## config.mk

```make
export PLATFORM = sky130hd
export DESIGN_NAME = uac_core
export DESIGN_NICKNAME = d
export VERILOG_FILES = /design/src/verilog/uac_pkg.sv /design/src/verilog/uac_core.sv
export SDC_FILE = /design/constraint.sdc
export NUM_CORES = 1
export LEC_CHECK = 0
export BUFFER_PORTS_ARGS = -buffer_cell sky130_fd_sc_hd__clkbuf_2
export CORE_ASPECT_RATIO = 2
export CORE_MARGIN = 4
export CORE_UTILIZATION = 55
export CTS_BUF_LIST = sky130_fd_sc_hd__clkbuf_8
export DETAILED_ROUTE_END_ITERATION = 8
export GPL_ROUTABILITY_DRIVEN = 0
export PLACE_DENSITY = 0.75
export SETUP_SLACK_MARGIN = 0.2
export SYNTH_ARGS = -nofsm -noshare
export SYNTH_HDL_FRONTEND = slang
export SYNTH_SLANG_ARGS = --single-unit
```

## constraint.sdc

```tcl
create_clock -name clk -period 4.7 [get_ports clk]
set_input_delay 0.47 -clock clk [delete_from_list [all_inputs] [get_ports clk]]
set_output_delay 0.47 -clock clk [all_outputs]
set_load 0.005 [all_outputs]
```

## src/verilog/uac_pkg.sv

```systemverilog
// package: register map, field layout, reset values, states and carriers of the serial core
package uac_pkg;
    // cpu memory addresses
    localparam logic [15:0] ADDR_MODE   = 16'hff90;
    localparam logic [15:0] ADDR_BAUD   = 16'hff91;
    localparam logic [15:0] ADDR_DATA   = 16'hff92;  // receive buffer on read, transmit data on write
    localparam logic [15:0] ADDR_STATUS = 16'hff93;

    // reset values
    localparam logic [7:0] MODE_RESET   = 8'h01;
    localparam logic [7:0] BAUD_RESET   = 8'h1f;
    localparam logic [7:0] STATUS_RESET = 8'h00;
    localparam logic [7:0] DATA_RESET   = 8'h00;

    // baud register fields
    localparam int unsigned BAUD_SEL_HI = 7;
    localparam int unsigned BAUD_SEL_LO = 6;
    localparam int unsigned BAUD_DIV_HI = 4;
    localparam logic [7:0]  BAUD_MASK   = 8'hdf;  // bit 5 reads zero
    localparam logic [4:0]  DIV_MIN     = 5'h08;  // smallest legal divisor k

    // divider input clock selections
    localparam logic [1:0] SEL_X4      = 2'h0;
    localparam logic [1:0] SEL_X1      = 2'h1;
    localparam logic [1:0] SEL_HALF    = 2'h2;
    localparam logic [1:0] SEL_QUARTER = 2'h3;
    localparam logic [1:0] PRE_QUARTER = 2'h3;

    // parity modes
    localparam logic [1:0] PAR_NONE = 2'h0;
    localparam logic [1:0] PAR_ZERO = 2'h1;
    localparam logic [1:0] PAR_ODD  = 2'h2;
    localparam logic [1:0] PAR_EVEN = 2'h3;

    // character lengths, last bit index
    localparam logic [2:0] LAST_BIT_7 = 3'h6;
    localparam logic [2:0] LAST_BIT_8 = 3'h7;
    localparam logic [7:0] MASK_7     = 8'h7f;

    // mode register layout, msb first
    typedef struct packed {
        logic       power;
        logic       transmit_enable_bit;
        logic       receive_enable_bit;
        logic [1:0] parity_select;
        logic       character_length_bit;
        logic       stop_length_bit;
        logic       error_irq_routing_bit;
    } uac_mode_t;

    // receive error flags, in status register order
    typedef struct packed {
        logic parity_error_flag;
        logic framing_error_flag;
        logic overrun_flag;
    } uac_errors_t;

    typedef enum {TX_IDLE, TX_START, TX_DATA, TX_PARITY, TX_STOP1, TX_STOP2} uac_tx_state_t;
    typedef enum {RX_IDLE, RX_START, RX_DATA, RX_PARITY, RX_STOP} uac_rx_state_t;
endpackage

```

## src/verilog/uac_core.sv

```systemverilog
// serial core: mode, baud and status registers, baud generator, transmitter and receiver
//
// Behaviour
// - master enable clear stops and resets the core
// - transmit and receive enables pick pin functions
// - two-bit select: none, zero, odd, even parity
// - transmitter sends one or two stop bits
// - receiver checks only one stop bit
// - routing bit clear: error interrupt, no completion on error
// - routing bit set: completion interrupt, no error
// - transmit pin low when disabled, high enabled
// - status: bits 2..0 parity, framing, overrun
// - odd or even parity mismatch sets parity error flag; zero parity bit is not checked
// - missing stop bit sets framing error flag
// - unread buffer flags overrun on every frame
// - overrun frame discarded, buffer keeps old data
// - baud register resets 0x1f, bit 5 zero
// - clock select: four times, one, half, quarter
// - divisor k from 8 to 31 only
// - bit rate is input clock over 2k
// - frame: start, 7/8 data, parity, stops
// - seven-bit mode ignores and zeroes bit 7
// - even parity makes total ones even
// - odd parity makes total ones odd
// - buffer read or next frame clears flags
// - start bit confirmed after half bit resample
`timescale 1ns/100ps
module uac_core (
    // clock and reset
    input  wire logic        clk,
    input  wire logic        reset,
    // subsystem clock ticks, one-cycle pulses from on-chip clock logic
    input  wire logic        xt_tick,
    input  wire logic        xt4_tick,
    // cpu memory access
    input  wire logic [15:0] cpu_addr,
    input  wire logic        cpu_wr,
    input  wire logic        cpu_rd,
    input  wire logic [7:0]  cpu_wdata,
    output logic      [7:0]  cpu_rdata,
    // serial pins and their function selects
    input  wire logic        serial_rx_pin,
    output logic             serial_tx_pin,
    output logic             tx_serial_sel,
    output logic             rx_serial_sel,
    // interrupt request pulses
    output logic             transmit_done_irq,
    output logic             receive_done_irq,
    output logic             receive_error_irq
);
    import uac_pkg::*;

    logic [7:0]    mode_q;
    uac_mode_t     mode;
    logic [7:0]    baud_q;
    uac_errors_t   errors;
    logic [7:0]    receive_buffer;
    logic          rx_full;
    logic [1:0]    pre_cnt;
    logic          divider_input_clock_tick;
    logic [4:0]    div_k;
    logic [5:0]    bit_limit;
    logic          active;
    uac_tx_state_t tx_state;
    logic [7:0]    tx_shift;
    logic [2:0]    tx_idx;
    logic [5:0]    tx_cnt;
    logic          tx_par;
    logic          tx_write;
    uac_rx_state_t rx_state;
    logic [7:0]    rx_shift;
    logic [2:0]    rx_idx;
    logic [5:0]    rx_cnt;
    logic [5:0]    rx_limit;
    logic          rx_par;
    logic          rx_meta;
    logic          rx_sync;
    logic          rx_prev;
    logic          rx_sample;
    logic          frame_done;
    logic          frame_perr;
    logic          frame_ferr;
    logic          buf_read;
    logic [2:0]    last_bit;

    assign mode     = uac_mode_t'(mode_q);
    assign active   = mode.power;
    assign last_bit = mode.character_length_bit ? LAST_BIT_8 : LAST_BIT_7;
    assign buf_read = cpu_rd && (cpu_addr == ADDR_DATA);

    // register writes; baud rewrites are trusted to happen with the core disabled
    always_ff @(posedge clk) begin
        if (reset) begin
            mode_q <= MODE_RESET;
            baud_q <= BAUD_RESET;
        end else if (cpu_wr) begin
            if (cpu_addr == ADDR_MODE)
                mode_q <= cpu_wdata;
            if (cpu_addr == ADDR_BAUD)
                baud_q <= cpu_wdata & BAUD_MASK;
        end
    end

    // registered read data, one cycle after the read strobe
    always_ff @(posedge clk) begin
        if (reset) begin
            cpu_rdata <= DATA_RESET;
        end else if (cpu_rd) begin
            case (cpu_addr)
                ADDR_MODE:   cpu_rdata <= mode_q;
                ADDR_BAUD:   cpu_rdata <= baud_q;
                ADDR_DATA:   cpu_rdata <= receive_buffer;
                ADDR_STATUS: cpu_rdata <= {5'h00, errors};
                default:     cpu_rdata <= DATA_RESET;
            endcase
        end
    end

    // divider input clock; the quadruple clock stalls in halt, so software avoids it there
    always_ff @(posedge clk) begin
        if (reset || !active) begin
            pre_cnt   <= 2'h0;
            divider_input_clock_tick <= 1'b0;
        end else begin
            if (xt_tick)
                pre_cnt <= pre_cnt + 2'h1;
            case (baud_q[BAUD_SEL_HI:BAUD_SEL_LO])
                SEL_X4:      divider_input_clock_tick <= xt4_tick;
                SEL_X1:      divider_input_clock_tick <= xt_tick;
                SEL_HALF:    divider_input_clock_tick <= xt_tick && pre_cnt[0];
                SEL_QUARTER: divider_input_clock_tick <= xt_tick && (pre_cnt == PRE_QUARTER);
                default:     divider_input_clock_tick <= 1'b0;
            endcase
        end
    end

    // prohibited small divisors are raised to the minimum rather than running too fast
    assign div_k     = (baud_q[BAUD_DIV_HI:0] < DIV_MIN) ? DIV_MIN : baud_q[BAUD_DIV_HI:0];
    assign bit_limit = {div_k, 1'b0} - 6'h01;

    // transmitter
    assign tx_write = cpu_wr && (cpu_addr == ADDR_DATA) && mode.transmit_enable_bit && tx_state == TX_IDLE;

    always_ff @(posedge clk) begin
        if (reset || !active) begin
            tx_state          <= TX_IDLE;
            tx_shift          <= DATA_RESET;
            tx_idx            <= 3'h0;
            tx_cnt            <= 6'h00;
            tx_par            <= 1'b0;
            transmit_done_irq <= 1'b0;
        end else begin
            transmit_done_irq <= 1'b0;
            if (tx_write) begin
                tx_shift <= mode.character_length_bit ? cpu_wdata : (cpu_wdata & MASK_7);
                case (mode.parity_select)
                    PAR_EVEN: tx_par <= ^(mode.character_length_bit ? cpu_wdata : (cpu_wdata & MASK_7));
                    PAR_ODD:  tx_par <= ~^(mode.character_length_bit ? cpu_wdata : (cpu_wdata & MASK_7));
                    default:  tx_par <= 1'b0;
                endcase
                tx_idx   <= 3'h0;
                tx_cnt   <= 6'h00;
                tx_state <= TX_START;
            end else if (tx_state != TX_IDLE && divider_input_clock_tick) begin
                if (tx_cnt != bit_limit) begin
                    tx_cnt <= tx_cnt + 6'h01;
                end else begin
                    tx_cnt <= 6'h00;
                    case (tx_state)
                        TX_START: tx_state <= TX_DATA;
                        TX_DATA: begin
                            tx_shift <= {1'b0, tx_shift[7:1]};
                            tx_idx   <= tx_idx + 3'h1;
                            if (tx_idx == last_bit)
                                tx_state <= (mode.parity_select == PAR_NONE) ? TX_STOP1 : TX_PARITY;
                        end
                        TX_PARITY: tx_state <= TX_STOP1;
                        TX_STOP1: begin
                            tx_state          <= mode.stop_length_bit ? TX_STOP2 : TX_IDLE;
                            transmit_done_irq <= !mode.stop_length_bit;
                        end
                        TX_STOP2: begin
                            tx_state          <= TX_IDLE;
                            transmit_done_irq <= 1'b1;
                        end
                        default: tx_state <= TX_IDLE;
                    endcase
                end
            end
        end
    end

    // transmit pin: low while disabled, idle high once enabled
    always_ff @(posedge clk) begin
        if (reset || !active) begin
            serial_tx_pin <= 1'b0;
        end else begin
            case (tx_state)
                TX_START:  serial_tx_pin <= 1'b0;
                TX_DATA:   serial_tx_pin <= tx_shift[0];
                TX_PARITY: serial_tx_pin <= tx_par;
                default:   serial_tx_pin <= 1'b1;
            endcase
        end
    end

    // pin function selects follow the enable bits
    always_ff @(posedge clk) begin
        if (reset) begin
            tx_serial_sel <= 1'b0;
            rx_serial_sel <= 1'b0;
        end else begin
            tx_serial_sel <= active && mode.transmit_enable_bit;
            rx_serial_sel <= active && mode.receive_enable_bit;
        end
    end

    // receive pin synchroniser; the first stage feeds only the second
    always_ff @(posedge clk) begin
        if (reset) begin
            rx_meta <= 1'b1;
            rx_sync <= 1'b1;
            rx_prev <= 1'b1;
        end else begin
            rx_meta <= serial_rx_pin;
            rx_sync <= rx_meta;
            rx_prev <= rx_sync;
        end
    end

    // receiver: half bit to the start centre, then a full bit per sample
    assign rx_limit  = (rx_state == RX_START) ? ({1'b0, div_k} - 6'h01) : bit_limit;
    assign rx_sample = divider_input_clock_tick && (rx_cnt == rx_limit);

    always_ff @(posedge clk) begin
        if (reset || !active || !mode.receive_enable_bit) begin
            rx_state <= RX_IDLE;
            rx_shift <= DATA_RESET;
            rx_idx   <= 3'h0;
            rx_cnt   <= 6'h00;
            rx_par   <= 1'b0;
        end else begin
            if (rx_state == RX_IDLE) begin
                rx_cnt <= 6'h00;
                if (rx_prev && !rx_sync)
                    rx_state <= RX_START;
            end else if (divider_input_clock_tick) begin
                rx_cnt <= rx_sample ? 6'h00 : rx_cnt + 6'h01;
            end
            if (rx_sample) begin
                case (rx_state)
                    RX_START: begin
                        rx_idx   <= 3'h0;
                        rx_shift <= DATA_RESET;
                        rx_state <= rx_sync ? RX_IDLE : RX_DATA;
                    end
                    RX_DATA: begin
                        rx_shift[rx_idx] <= rx_sync;
                        rx_idx           <= rx_idx + 3'h1;
                        if (rx_idx == last_bit)
                            rx_state <= (mode.parity_select == PAR_NONE) ? RX_STOP : RX_PARITY;
                    end
                    RX_PARITY: begin
                        rx_par   <= rx_sync;
                        rx_state <= RX_STOP;
                    end
                    RX_STOP: rx_state <= RX_IDLE;
                    default: rx_state <= RX_IDLE;
                endcase
            end
        end
    end

    // frame outcome at the single checked stop bit
    assign frame_done = rx_sample && rx_state == RX_STOP;
    assign frame_ferr = !rx_sync;
    always_comb begin
        case (mode.parity_select)
            PAR_EVEN: frame_perr = ^{rx_shift, rx_par};
            PAR_ODD:  frame_perr = ~^{rx_shift, rx_par};
            default:  frame_perr = 1'b0;
        endcase
    end

    // buffer, flags and reception interrupts; a completing frame wins over a buffer read
    always_ff @(posedge clk) begin
        if (reset || !active) begin
            receive_buffer    <= DATA_RESET;
            rx_full           <= 1'b0;
            errors            <= uac_errors_t'(STATUS_RESET[2:0]);
            receive_done_irq  <= 1'b0;
            receive_error_irq <= 1'b0;
        end else begin
            receive_done_irq  <= 1'b0;
            receive_error_irq <= 1'b0;
            if (frame_done) begin
                if (!rx_full) begin
                    receive_buffer <= rx_shift;
                    rx_full        <= 1'b1;
                end
                errors <= '{parity_error_flag:  frame_perr,
                            framing_error_flag: frame_ferr,
                            overrun_flag:       rx_full};
                if ((frame_perr || frame_ferr || rx_full) && !mode.error_irq_routing_bit)
                    receive_error_irq <= 1'b1;
                else
                    receive_done_irq <= 1'b1;
            end else if (buf_read) begin
                rx_full <= 1'b0;
                errors  <= uac_errors_t'(STATUS_RESET[2:0]);
            end
        end
    end
endmodule // uac_core

```

==> metrics.cfg, run 1 <==
[placed_design]
numPlacedInstances = 759
io_buffers = 44
dpl_cell_area_sq_um = 5770
dpl.hpwl_um = 9800
place_ws_ns = 1.37

[sta]
slew_headroom_pct = 42.3
worst_hold_slack_ns = 0.213
worst_pin_slew_ns = 0.863
post-route-period-util_pct = 71.4
finalMaxSlewViolations = 0
fin_tns_setup_ns = 0
setup_ws_ns = 1.34
grt_setup_unrepaired = false
max_freq_ghz = 0.298
clock_skew_ns = 0.0126
setup_viol = 0
min_period_ns = 3.36
hold_viol = 0

[clock_tree]
htree_levels = 4
clkLatencyLatePin_ns = 0.45
clock-sinks = 118
ctsResizeCount = 0
cts_buffer_depth = 2
path_clk_slew_ns = 0.07
cts_setup_buffers = 0
clockRootBuffer = clkbuf_8
cts_made_buffers = 17
ctsHoldBuffers = 0
cts_tree = done

[synthesis]
yosysWarnings = 0
synthArstFlopShare_pct = 0
ys_types = 61
synthTopCellsByCount = dfxtp_1, nand2_1, a21oi_1, nor2_1, o21ai_0
synth-edff-count = 0
synth_seq_cells = 118
syn_inst = 615
synthesis.nets = 652
yosys.area.top_type_share_pct = 42.9
synth.largest_area_cell = dfxtp_1
seq_area_frac_synth_pct = 42.9
synth-main-ff-cell = dfxtp_1
synthTopCellsByArea = dfxtp_1, mux2i_1, xnor2_1
synth_most_common_cell = dfxtp_1
avgSynthCellArea_sq_um = 8.94
netlist_area_sq_um = 5500

[floorplan]
fp.dieArea_sq_um = 11800
num_rows = 51
die_w_um = 78.7
start_util_pct = 56.3
die_h_um = 149
coreArea_sq_um = 9760
ios = 45

[critical_path]
worst-path-max-fanout = 17
cp.required_ns = 5.06
worst_setup_path_end_kind = register
critPathLaunchType = register
ff2ff_path_depth = 10
arrival_ns = 3.72
crit_type = reg2reg

[job]
maxCapViolations = 0

[final_layout]
multiInputGateArea_sq_um = 2910
seq_area_sq_um = 2360
fin_area_sq_um = 6240
fin_nets = 683
syn_to_final_growth_pct = 13.4
instances_no_fill = 789
n_antenna_cell = 0
layout-drive-gt1-share_pct = 15.8
fillCellCount = 815

[global_routing]
antenna_found_initial = 0
grtUsageTotal_pct = 23.8
grt_pass1_wl_um = 21800
first_global_vias = 4593
overflow = 0
grt_max_degree = 41

[routing]
drtIter0Drc = 246
routed_via_density = 5.88
drc = 0
wl_per_cell_um = 16.7
vias = 4639
dr.pass1.iters = 6
ant_nets = 0
routed_wl_um = 13100

[pwr]
vdd_drop_max_v = 0.000376
powerDensity_nw_per_um2 = 344
power.leakage_nw = 2.45

[min_path]
worstHoldPathCells = 2
hold_class = in2reg

[outcome]
status = complete, no violations

cells by family (layout without fill, tap and decap cells):
logic type               Yosys count  in the layout  synth area share (%)
AND/OR/NAND/NOR                  236            236                  24.2
AO/OA/AOI/OAI                    125            125                  14.1
flip-flops                       118            118                  42.9
buffers and inverters             56             98                  4.16
XOR/XNOR                          43             43                  6.85
multiplexers                      31             31                  6.41
adder cells (fa/ha/maj)            6              6                  1.36
cells in the final DEF, fill, tap and decap left out, drive strengths merged, types with 4 or more instances in the layout:
cell type  synthesis  final
a211o              6      6
a21oi             39     39
a31oi              7      7
and3              35     35
and4               4      4
buf                9      6
bufinv             0      6
clkbuf            29     63
dfxtp            118    118
ha                 6      6
inv               18     20
mux2i             27     27
nand2             45     45
nand2b            11     11
nand3             29     29
nand3b             4      4
nand4             12     12
nor2              39     39
nor3              23     23
nor3b              4      4
nor4              10     10
o21ai             43     43
o311ai             7      7
or3                6      6
xnor2             28     28
xor2              15     15
report_power, final:
group | internal [mW] | switching (mW)
Clock | 0.702 | 0.394
Sequential | 1.00 | 0.000849
Combinational | 0.0232 | 0.0258
metal layers:
layer / vias to the layer above / global-route usage (%) / share of wire, %
met5: - / 0 / 0
met4: 0 / 14.2 / 4.9
met3: 46 / 5.48 / 3.4
met2: 118 / 43.7 / 56
met1: 2204 / 23.7 / 36
li1: 2271 / - / -
critical path: stages (launching register included):
cell and delay (ns):
dfxtp_1 0.39, o21ai_1 0.42, ha_1 0.28, nor3b_1 0.28
nor3_1 0.07, or3_1 0.33, a221oi_2 0.31, o21ai_2 0.20
buf_4 0.24, or4_4 0.55, o31ai_1 0.20
per-stage QoR:
step	power, mW	util (%)
floorplan	1.05	-
global placement	1.07	59.1
detailed placement	1.07	59.1
CTS	2.15	63.9
global route	2.21	63.9
finish	2.15	63.9
flip-flops by register name, indices dropped and copies added (netlist names), 2 cells and up:
| signal | count |
|---|---|
| baud_q | 7 |
| errors | 3 |
| rx_shift | 8 |
| rx_idx | 3 |
| tx_cnt | 6 |
| rx_state | 32 |
| pre_cnt | 2 |
| tx_shift | 8 |
| tx_idx | 3 |
| mode | 8 |
| cpu_rdata | 8 |
| rx_cnt | 6 |
| tx_state | 3 |
| receive_buffer | 8 |
path summary, 6_finish.rpt:
kind	start	endpoint	slack [ns]
setup / recovery	baud_q[3]	rx_shift[4]	1.34
hold / removal	serial_rx_pin	rx_meta	0.21
setup reg to reg	baud_q[3]	rx_shift[4]	1.34
hold reg to reg	rx_meta	rx_sync	0.40
area by class of cell:
class                           count  share of cell area (%)
Inverter                           18                    1.08
Sequential cell                   118                    37.9
Clock inverter                     11                    3.31
Timing Repair Buffer               50                    4.25
Multi-Input combinational cell    441                    46.6
Clock buffer                       19                    4.19
Tap cell                          132                    2.65
Power figures use the tool's default switching activity.
==> inputs of run 2 (changes only) <==
clock period = 3.3 ns   (was 4.7 ns; I/O delays follow)
==> run 2 against run 1 <==
Effect of this change: combinational power rose by 45%; clock power up 25%; worst setup slack got worse by 0.91 ns; final area grew 0.16%; total power increased by 34%; clock skew shrank 0.00057 ns; sequential power is 43% higher.
==> metrics.cfg, run 2 (synthesis gave the netlist of run 1 again) <==
[sta]
worst_hold_slack_ns = 0.0818  ; -0.131 ns
max_freq_ghz = 0.348  ; +17%
slew_headroom_pct = 40.9  ; -1.4 points
finalMaxSlewViolations = 0  ; unchanged
worst_pin_slew_ns = 0.881  ; +0.0185 ns
setup_viol = 0  ; unchanged
clock_skew_ns = 0.0121  ; -0.000574 ns
fin_tns_setup_ns = 0  ; unchanged
min_period_ns = 2.87  ; -0.486 ns
post-route-period-util_pct = 87.0  ; +16 points
hold_viol = 0  ; unchanged
grt_setup_unrepaired = false

[critical_path]
r2r_slack_ns = 0.43  ; -0.91 ns
worst-path-max-fanout = 10  ; -7
cp_cell_sequence = nor3_1 > mux2i_2 > xnor2_1 > o31ai_2 > nand4_1 > o21ai_0
crit_slowest_cell = o31ai_2
r2r_end = rx_full
max_stage_delay_ns = 0.74  ; +0.19 ns
r2r_start = baud_q[2]
arrival_ns = 3.23  ; -0.49 ns
critPathLaunchType = register
worst_setup_path_end_kind = register
cp.required_ns = 3.66  ; -1.40 ns
ff2ff_path_depth = 6  ; -4
crit_type = reg2reg

[global_routing]
gr-usage-met3_pct = 5.48  ; unchanged
grtUsageTotal_pct = 24.6  ; +0.78 points
use_met2_pct = 45.9  ; +2.1 points
first_global_vias = 4857  ; +5.7%
use_met1_pct = 23.6  ; -0.034 points
antenna_found_initial = 0  ; unchanged
overflow = 0  ; unchanged
grt_pass1_wl_um = 22600  ; +3.8%
grt-busiest-layer = met2
grt_max_degree = 42  ; +2.4%

[routing]
drtIter0Drc = 205  ; -17%
routed_via_density = 5.88  ; about the same
ant_nets = 0  ; unchanged
vias = 4660  ; +0.45%
dr.pass1.iters = 4  ; -2
wl_per_cell_um = 16.9  ; +1.2%
routed_wl_um = 13400  ; +1.7%
drc = 0  ; unchanged

[final_layout]
instances_no_fill = 793  ; +0.51%
syn_to_final_growth_pct = 13.6
multiInputGateArea_sq_um = 2940  ; +1.2%
seq_area_sq_um = 2360  ; +0.11%
final_common_cell = dfxtp_1
final_cell_mix = dfxtp_1, nand2_1, clkbuf_2, nor2_1, a21oi_1
regMostFlops = rx_state
layout-drive-gt1-share_pct = 17.1  ; +1.3 points
fin_area_sq_um = 6250  ; +0.16%
n_antenna_cell = 0  ; unchanged
fillCellCount = 829  ; +1.7%
fin_nets = 686  ; +0.44%
largest_register_ffs = 32  ; unchanged

[job]
maxCapViolations = 0  ; unchanged

[min_path]
worstHoldPathCells = 2  ; unchanged
hold_class = in2reg
worstHoldStart = serial_rx_pin
holdPathEnd = rx_meta

[pwr]
power.leakage_nw = 2.44  ; -0.45%
powerDensity_nw_per_um2 = 460  ; +34%
power_mw = 2.87  ; +34%
vdd_drop_max_v = 0.000299  ; -21%

[clock_tree]
cts_setup_buffers = 0  ; unchanged
clockRootBuffer = clkbuf_8
cts_made_buffers = 17  ; unchanged
clkLatencyLatePin_ns = 0.44  ; about the same
clock-sinks = 118  ; unchanged
cts_buffer_depth = 2  ; unchanged
cts_tree = done
htree_levels = 4  ; unchanged
ctsHoldBuffers = 0  ; unchanged
path_clk_slew_ns = 0.07  ; about the same

[floorplan]
ios = 45  ; unchanged
num_rows = 51  ; unchanged
die_w_um = 78.7  ; unchanged
die_h_um = 149  ; unchanged
fp.dieArea_sq_um = 11800  ; unchanged
coreArea_sq_um = 9760  ; unchanged
start_util_pct = 56.3  ; unchanged

[outcome]
status = complete, no violations

[placed_design]
io_buffers = 44  ; unchanged
dpl_cell_area_sq_um = 5790  ; +0.39%
numPlacedInstances = 762  ; +0.40%
dpl.hpwl_um = 10000  ; +2.5%

## run 2: area by class of cell
type / instances / share of cell area (%)
multi-input cells: 441 / 47.1
flip-flops and latches: 118 / 37.9
clock buffers: 21 / 4.63
repair buffers: 53 / 4.61
well taps: 132 / 2.64
clock inverters: 10 / 2.06
inverters: 18 / 1.08
## run 2: worst max path at each step
stage               cells past startpoint  startpoint  slack, ns      endpoint
finish                                  6   baud_q[2]       0.43       rx_full
global route                            9   baud_q[3]       0.25   rx_shift[4]
CTS                                     9   baud_q[3]       0.30   rx_shift[4]
detailed placement                      9   baud_q[3]       0.24  rx_state[13]
global placement                        9   baud_q[3]       0.46  rx_state[21]
floorplan                              13   baud_q[4]       0.47  rx_state[22]
## run 2: power breakdown
group	internal [mW]	switching, mW	leakage, nW
Clock	0.814	0.560	0.220
Sequential	1.43	0.00119	0.950
Combinational	0.0338	0.0373	1.27
## run 2: worst max-delay path, delay by kind of cell, from the launching register on
kind            cells  cell delay (ns)
simple gates        2             0.80
compound gates      2             1.02
xor+xnor            1             0.18
flops               1             0.38
mux                 1             0.42
## run 2: routing by layer
layer,part of all wire (%),wire length [um]
met5,0,0
met4,4.8,642
met1,35,4630
met2,57,7590
met3,3.8,502
## run 2: metrics by stage
stage	utilization (%)	worst slack, ns
CTS	63.7	0.302
global route	64.0	0.254
global placement	59.3	0.460
floorplan	-	0.473
detailed placement	59.3	0.243
finish	64.0	0.428
## run 2: repair_timing
action,4_1_cts,5_1_grt
endpoints found under the setup margin,5,58
gates resized for setup,1,8
pin swaps,0,0
==> inputs of run 3 (changes only) <==
CTS_BUF_LIST = unset   (was sky130_fd_sc_hd__clkbuf_8)
==> run 3 against run 2 <==
Effect of this change: clock skew fell by 0.0027 ns; sequential cell count did not move; die area did not move; via count rose by 1.2%; register-to-register slack got worse by 0.06 ns; sequential power barely moved.
==> metrics.cfg, run 3 (synthesis gave the netlist of run 1 again) <==
[final_layout]
fin_nets = 686  ; unchanged
layout-drive-gt1-share_pct = 16.9  ; -0.15 points
fin_area_sq_um = 6440  ; +3.0%
regMostFlops = rx_state
n_antenna_cell = 0  ; unchanged
multiInputGateArea_sq_um = 2940  ; about the same
final_cell_mix = dfxtp_1, nand2_1, clkbuf_2, nor2_1, a21oi_1
fillCellCount = 789  ; -4.8%
largest_register_ffs = 32  ; unchanged
final_common_cell = dfxtp_1
seq_area_sq_um = 2360  ; unchanged
syn_to_final_growth_pct = 17.0
postLayoutCoreUtil_pct = 65.9  ; +1.9 points
instances_no_fill = 793  ; unchanged

[clock_tree]
cts_tree = done
clkLatencyLatePin_ns = 0.42  ; -0.02 ns
ctsHoldBuffers = 0  ; unchanged
path_clk_slew_ns = 0.05  ; -0.02 ns
clockRootBuffer = clkbuf_16
cts_setup_buffers = 0  ; unchanged
htree_levels = 4  ; unchanged
clock-sinks = 118  ; unchanged
cts_made_buffers = 17  ; unchanged
cts_buffer_depth = 2  ; unchanged

[sta]
post-route-period-util_pct = 88.8  ; +1.8 points
fin_tns_setup_ns = 0  ; unchanged
slew_headroom_pct = 40.4  ; -0.53 points
min_period_ns = 2.93  ; +0.0594 ns
max_freq_ghz = 0.341  ; -2.0%
hold_viol = 0  ; unchanged
setup_viol = 0  ; unchanged
finalMaxSlewViolations = 0  ; unchanged
worst_pin_slew_ns = 0.889  ; +0.00784 ns
grt_setup_unrepaired = false
clock_skew_ns = 0.00936  ; -0.00269 ns

[critical_path]
max_stage_delay_ns = 0.69  ; -0.05 ns
arrival_ns = 3.26  ; +0.03 ns
worst-path-max-fanout = 19  ; +9
r2r_slack_ns = 0.37  ; -0.06 ns
cp.required_ns = 3.63  ; -0.03 ns
crit_type = reg2reg
r2r_end = receive_buffer[6]
r2r_start = rx_state[16]
worst_setup_path_end_kind = register
critPathLaunchType = register
cp_cell_sequence = nor4_2 > and4_2 > and3_1 > o31a_1 > or3_1 > o21ai_0 > a21oi_1
ff2ff_path_depth = 7  ; +1
crit_slowest_cell = o31a_1

[min_path]
worstHoldStart = serial_rx_pin
hold_class = in2reg
worstHoldPathCells = 2  ; unchanged
holdPathEnd = rx_meta

[routing]
dr.pass1.iters = 5  ; +1
routed_wl_um = 13600  ; +2.1%
drc = 0  ; unchanged
vias = 4714  ; +1.2%
wl_per_cell_um = 17.2  ; +2.1%
ant_nets = 0  ; unchanged
routed_via_density = 5.94  ; +1.2%
drtIter0Drc = 260  ; +27%

[placed_design]
numPlacedInstances = 762  ; unchanged
dpl.hpwl_um = 10000  ; unchanged
dpl_cell_area_sq_um = 5790  ; unchanged
io_buffers = 44  ; unchanged

[pwr]
vdd_drop_max_v = 0.000445  ; +49%
power_mw = 3.39  ; +18%
powerDensity_nw_per_um2 = 526  ; +14%
power.leakage_nw = 2.52  ; +3.2%

[global_routing]
grtUsageTotal_pct = 24.7  ; +0.14 points
first_global_vias = 4848  ; -0.19%
grt_pass1_wl_um = 22700  ; +0.42%
overflow = 0  ; unchanged
grt_max_degree = 42  ; unchanged
antenna_found_initial = 0  ; unchanged

[floorplan]
start_util_pct = 56.3  ; unchanged
die_h_um = 149  ; unchanged
fp.dieArea_sq_um = 11800  ; unchanged
coreArea_sq_um = 9760  ; unchanged
die_w_um = 78.7  ; unchanged
num_rows = 51  ; unchanged
ios = 45  ; unchanged

[job]
maxCapViolations = 0  ; unchanged

[outcome]
status = complete, no violations

run 3: cell count changes in the layout (fill, tap and decap cells not counted):
cell	change
clkbuf_8	-17
o31a_1	+1
clkbuf_16	+17
o31a_2	-1
inv_1	-2
clkbuf_1	+2
run 3: layout make-up:
cell class / instances / area share (%)
well taps: 132 / 2.57
repair buffers: 53 / 4.47
flip-flops and latches: 118 / 36.7
multi-input cells: 441 / 45.7
inverters: 18 / 1.05
clock inverters: 8 / 1.89
clock buffers: 23 / 7.58
run 3: timing repair:
action / 4_1_cts / 5_1_grt
gates resized for setup: 1 / 7
pin swaps: 0 / 0
setup endpoints to repair: 1 / 57
run 3: layer usage:
metal | track usage [%] | share of wire, % | vias up
met5 | 0 | 0 | -
met4 | 15.8 | 4.1 | 0
met3 | 5.12 | 3.8 | 46
met2 | 46.1 | 57 | 130
met1 | 23.9 | 35 | 2273
li1 | - | - | 2265
run 3: report_power, final:
group | leakage [nW] | internal (mW) | total, mW | switching, mW
logic | 1.27 | 0.0338 | 0.0715 | 0.0377
clock network | 0.299 | 1.26 | 1.89 | 0.627
registers | 0.950 | 1.43 | 1.43 | 0.00119
total | 2.52 | 2.72 | 3.39 | 0.666
run 3: worst max-delay path by stage:
| stage | endpoint | depth (start not counted) | slack [ns] | from |
|---|---|---|---|---|
| floorplan | rx_state[22] | 13 | 0.47 | baud_q[4] |
| global placement | rx_state[21] | 9 | 0.46 | baud_q[3] |
| detailed placement | rx_state[13] | 9 | 0.24 | baud_q[3] |
| CTS | rx_shift[4] | 9 | 0.31 | baud_q[3] |
| global route | receive_buffer[1] | 7 | 0.20 | rx_state[16] |
| finish | receive_buffer[6] | 7 | 0.37 | rx_state[16] |
run 3: critical path: cells and delay by family, from the launching register on:
| kind | cells | cell delay, ns |
|---|---|---|
| and+or+nand+nor | 4 | 1.54 |
| AOI/OAI and AO/OA | 3 | 0.98 |
| DFF | 1 | 0.32 |
run 3: per-stage QoR:
step	setup slack (ns)	hold WS, ns
after detailed placement	0.243	0.396
after global placement	0.460	0.394
after global routing	0.204	0.108
final	0.369	0.105
after floorplan	0.473	0.389
after CTS	0.308	0.0923
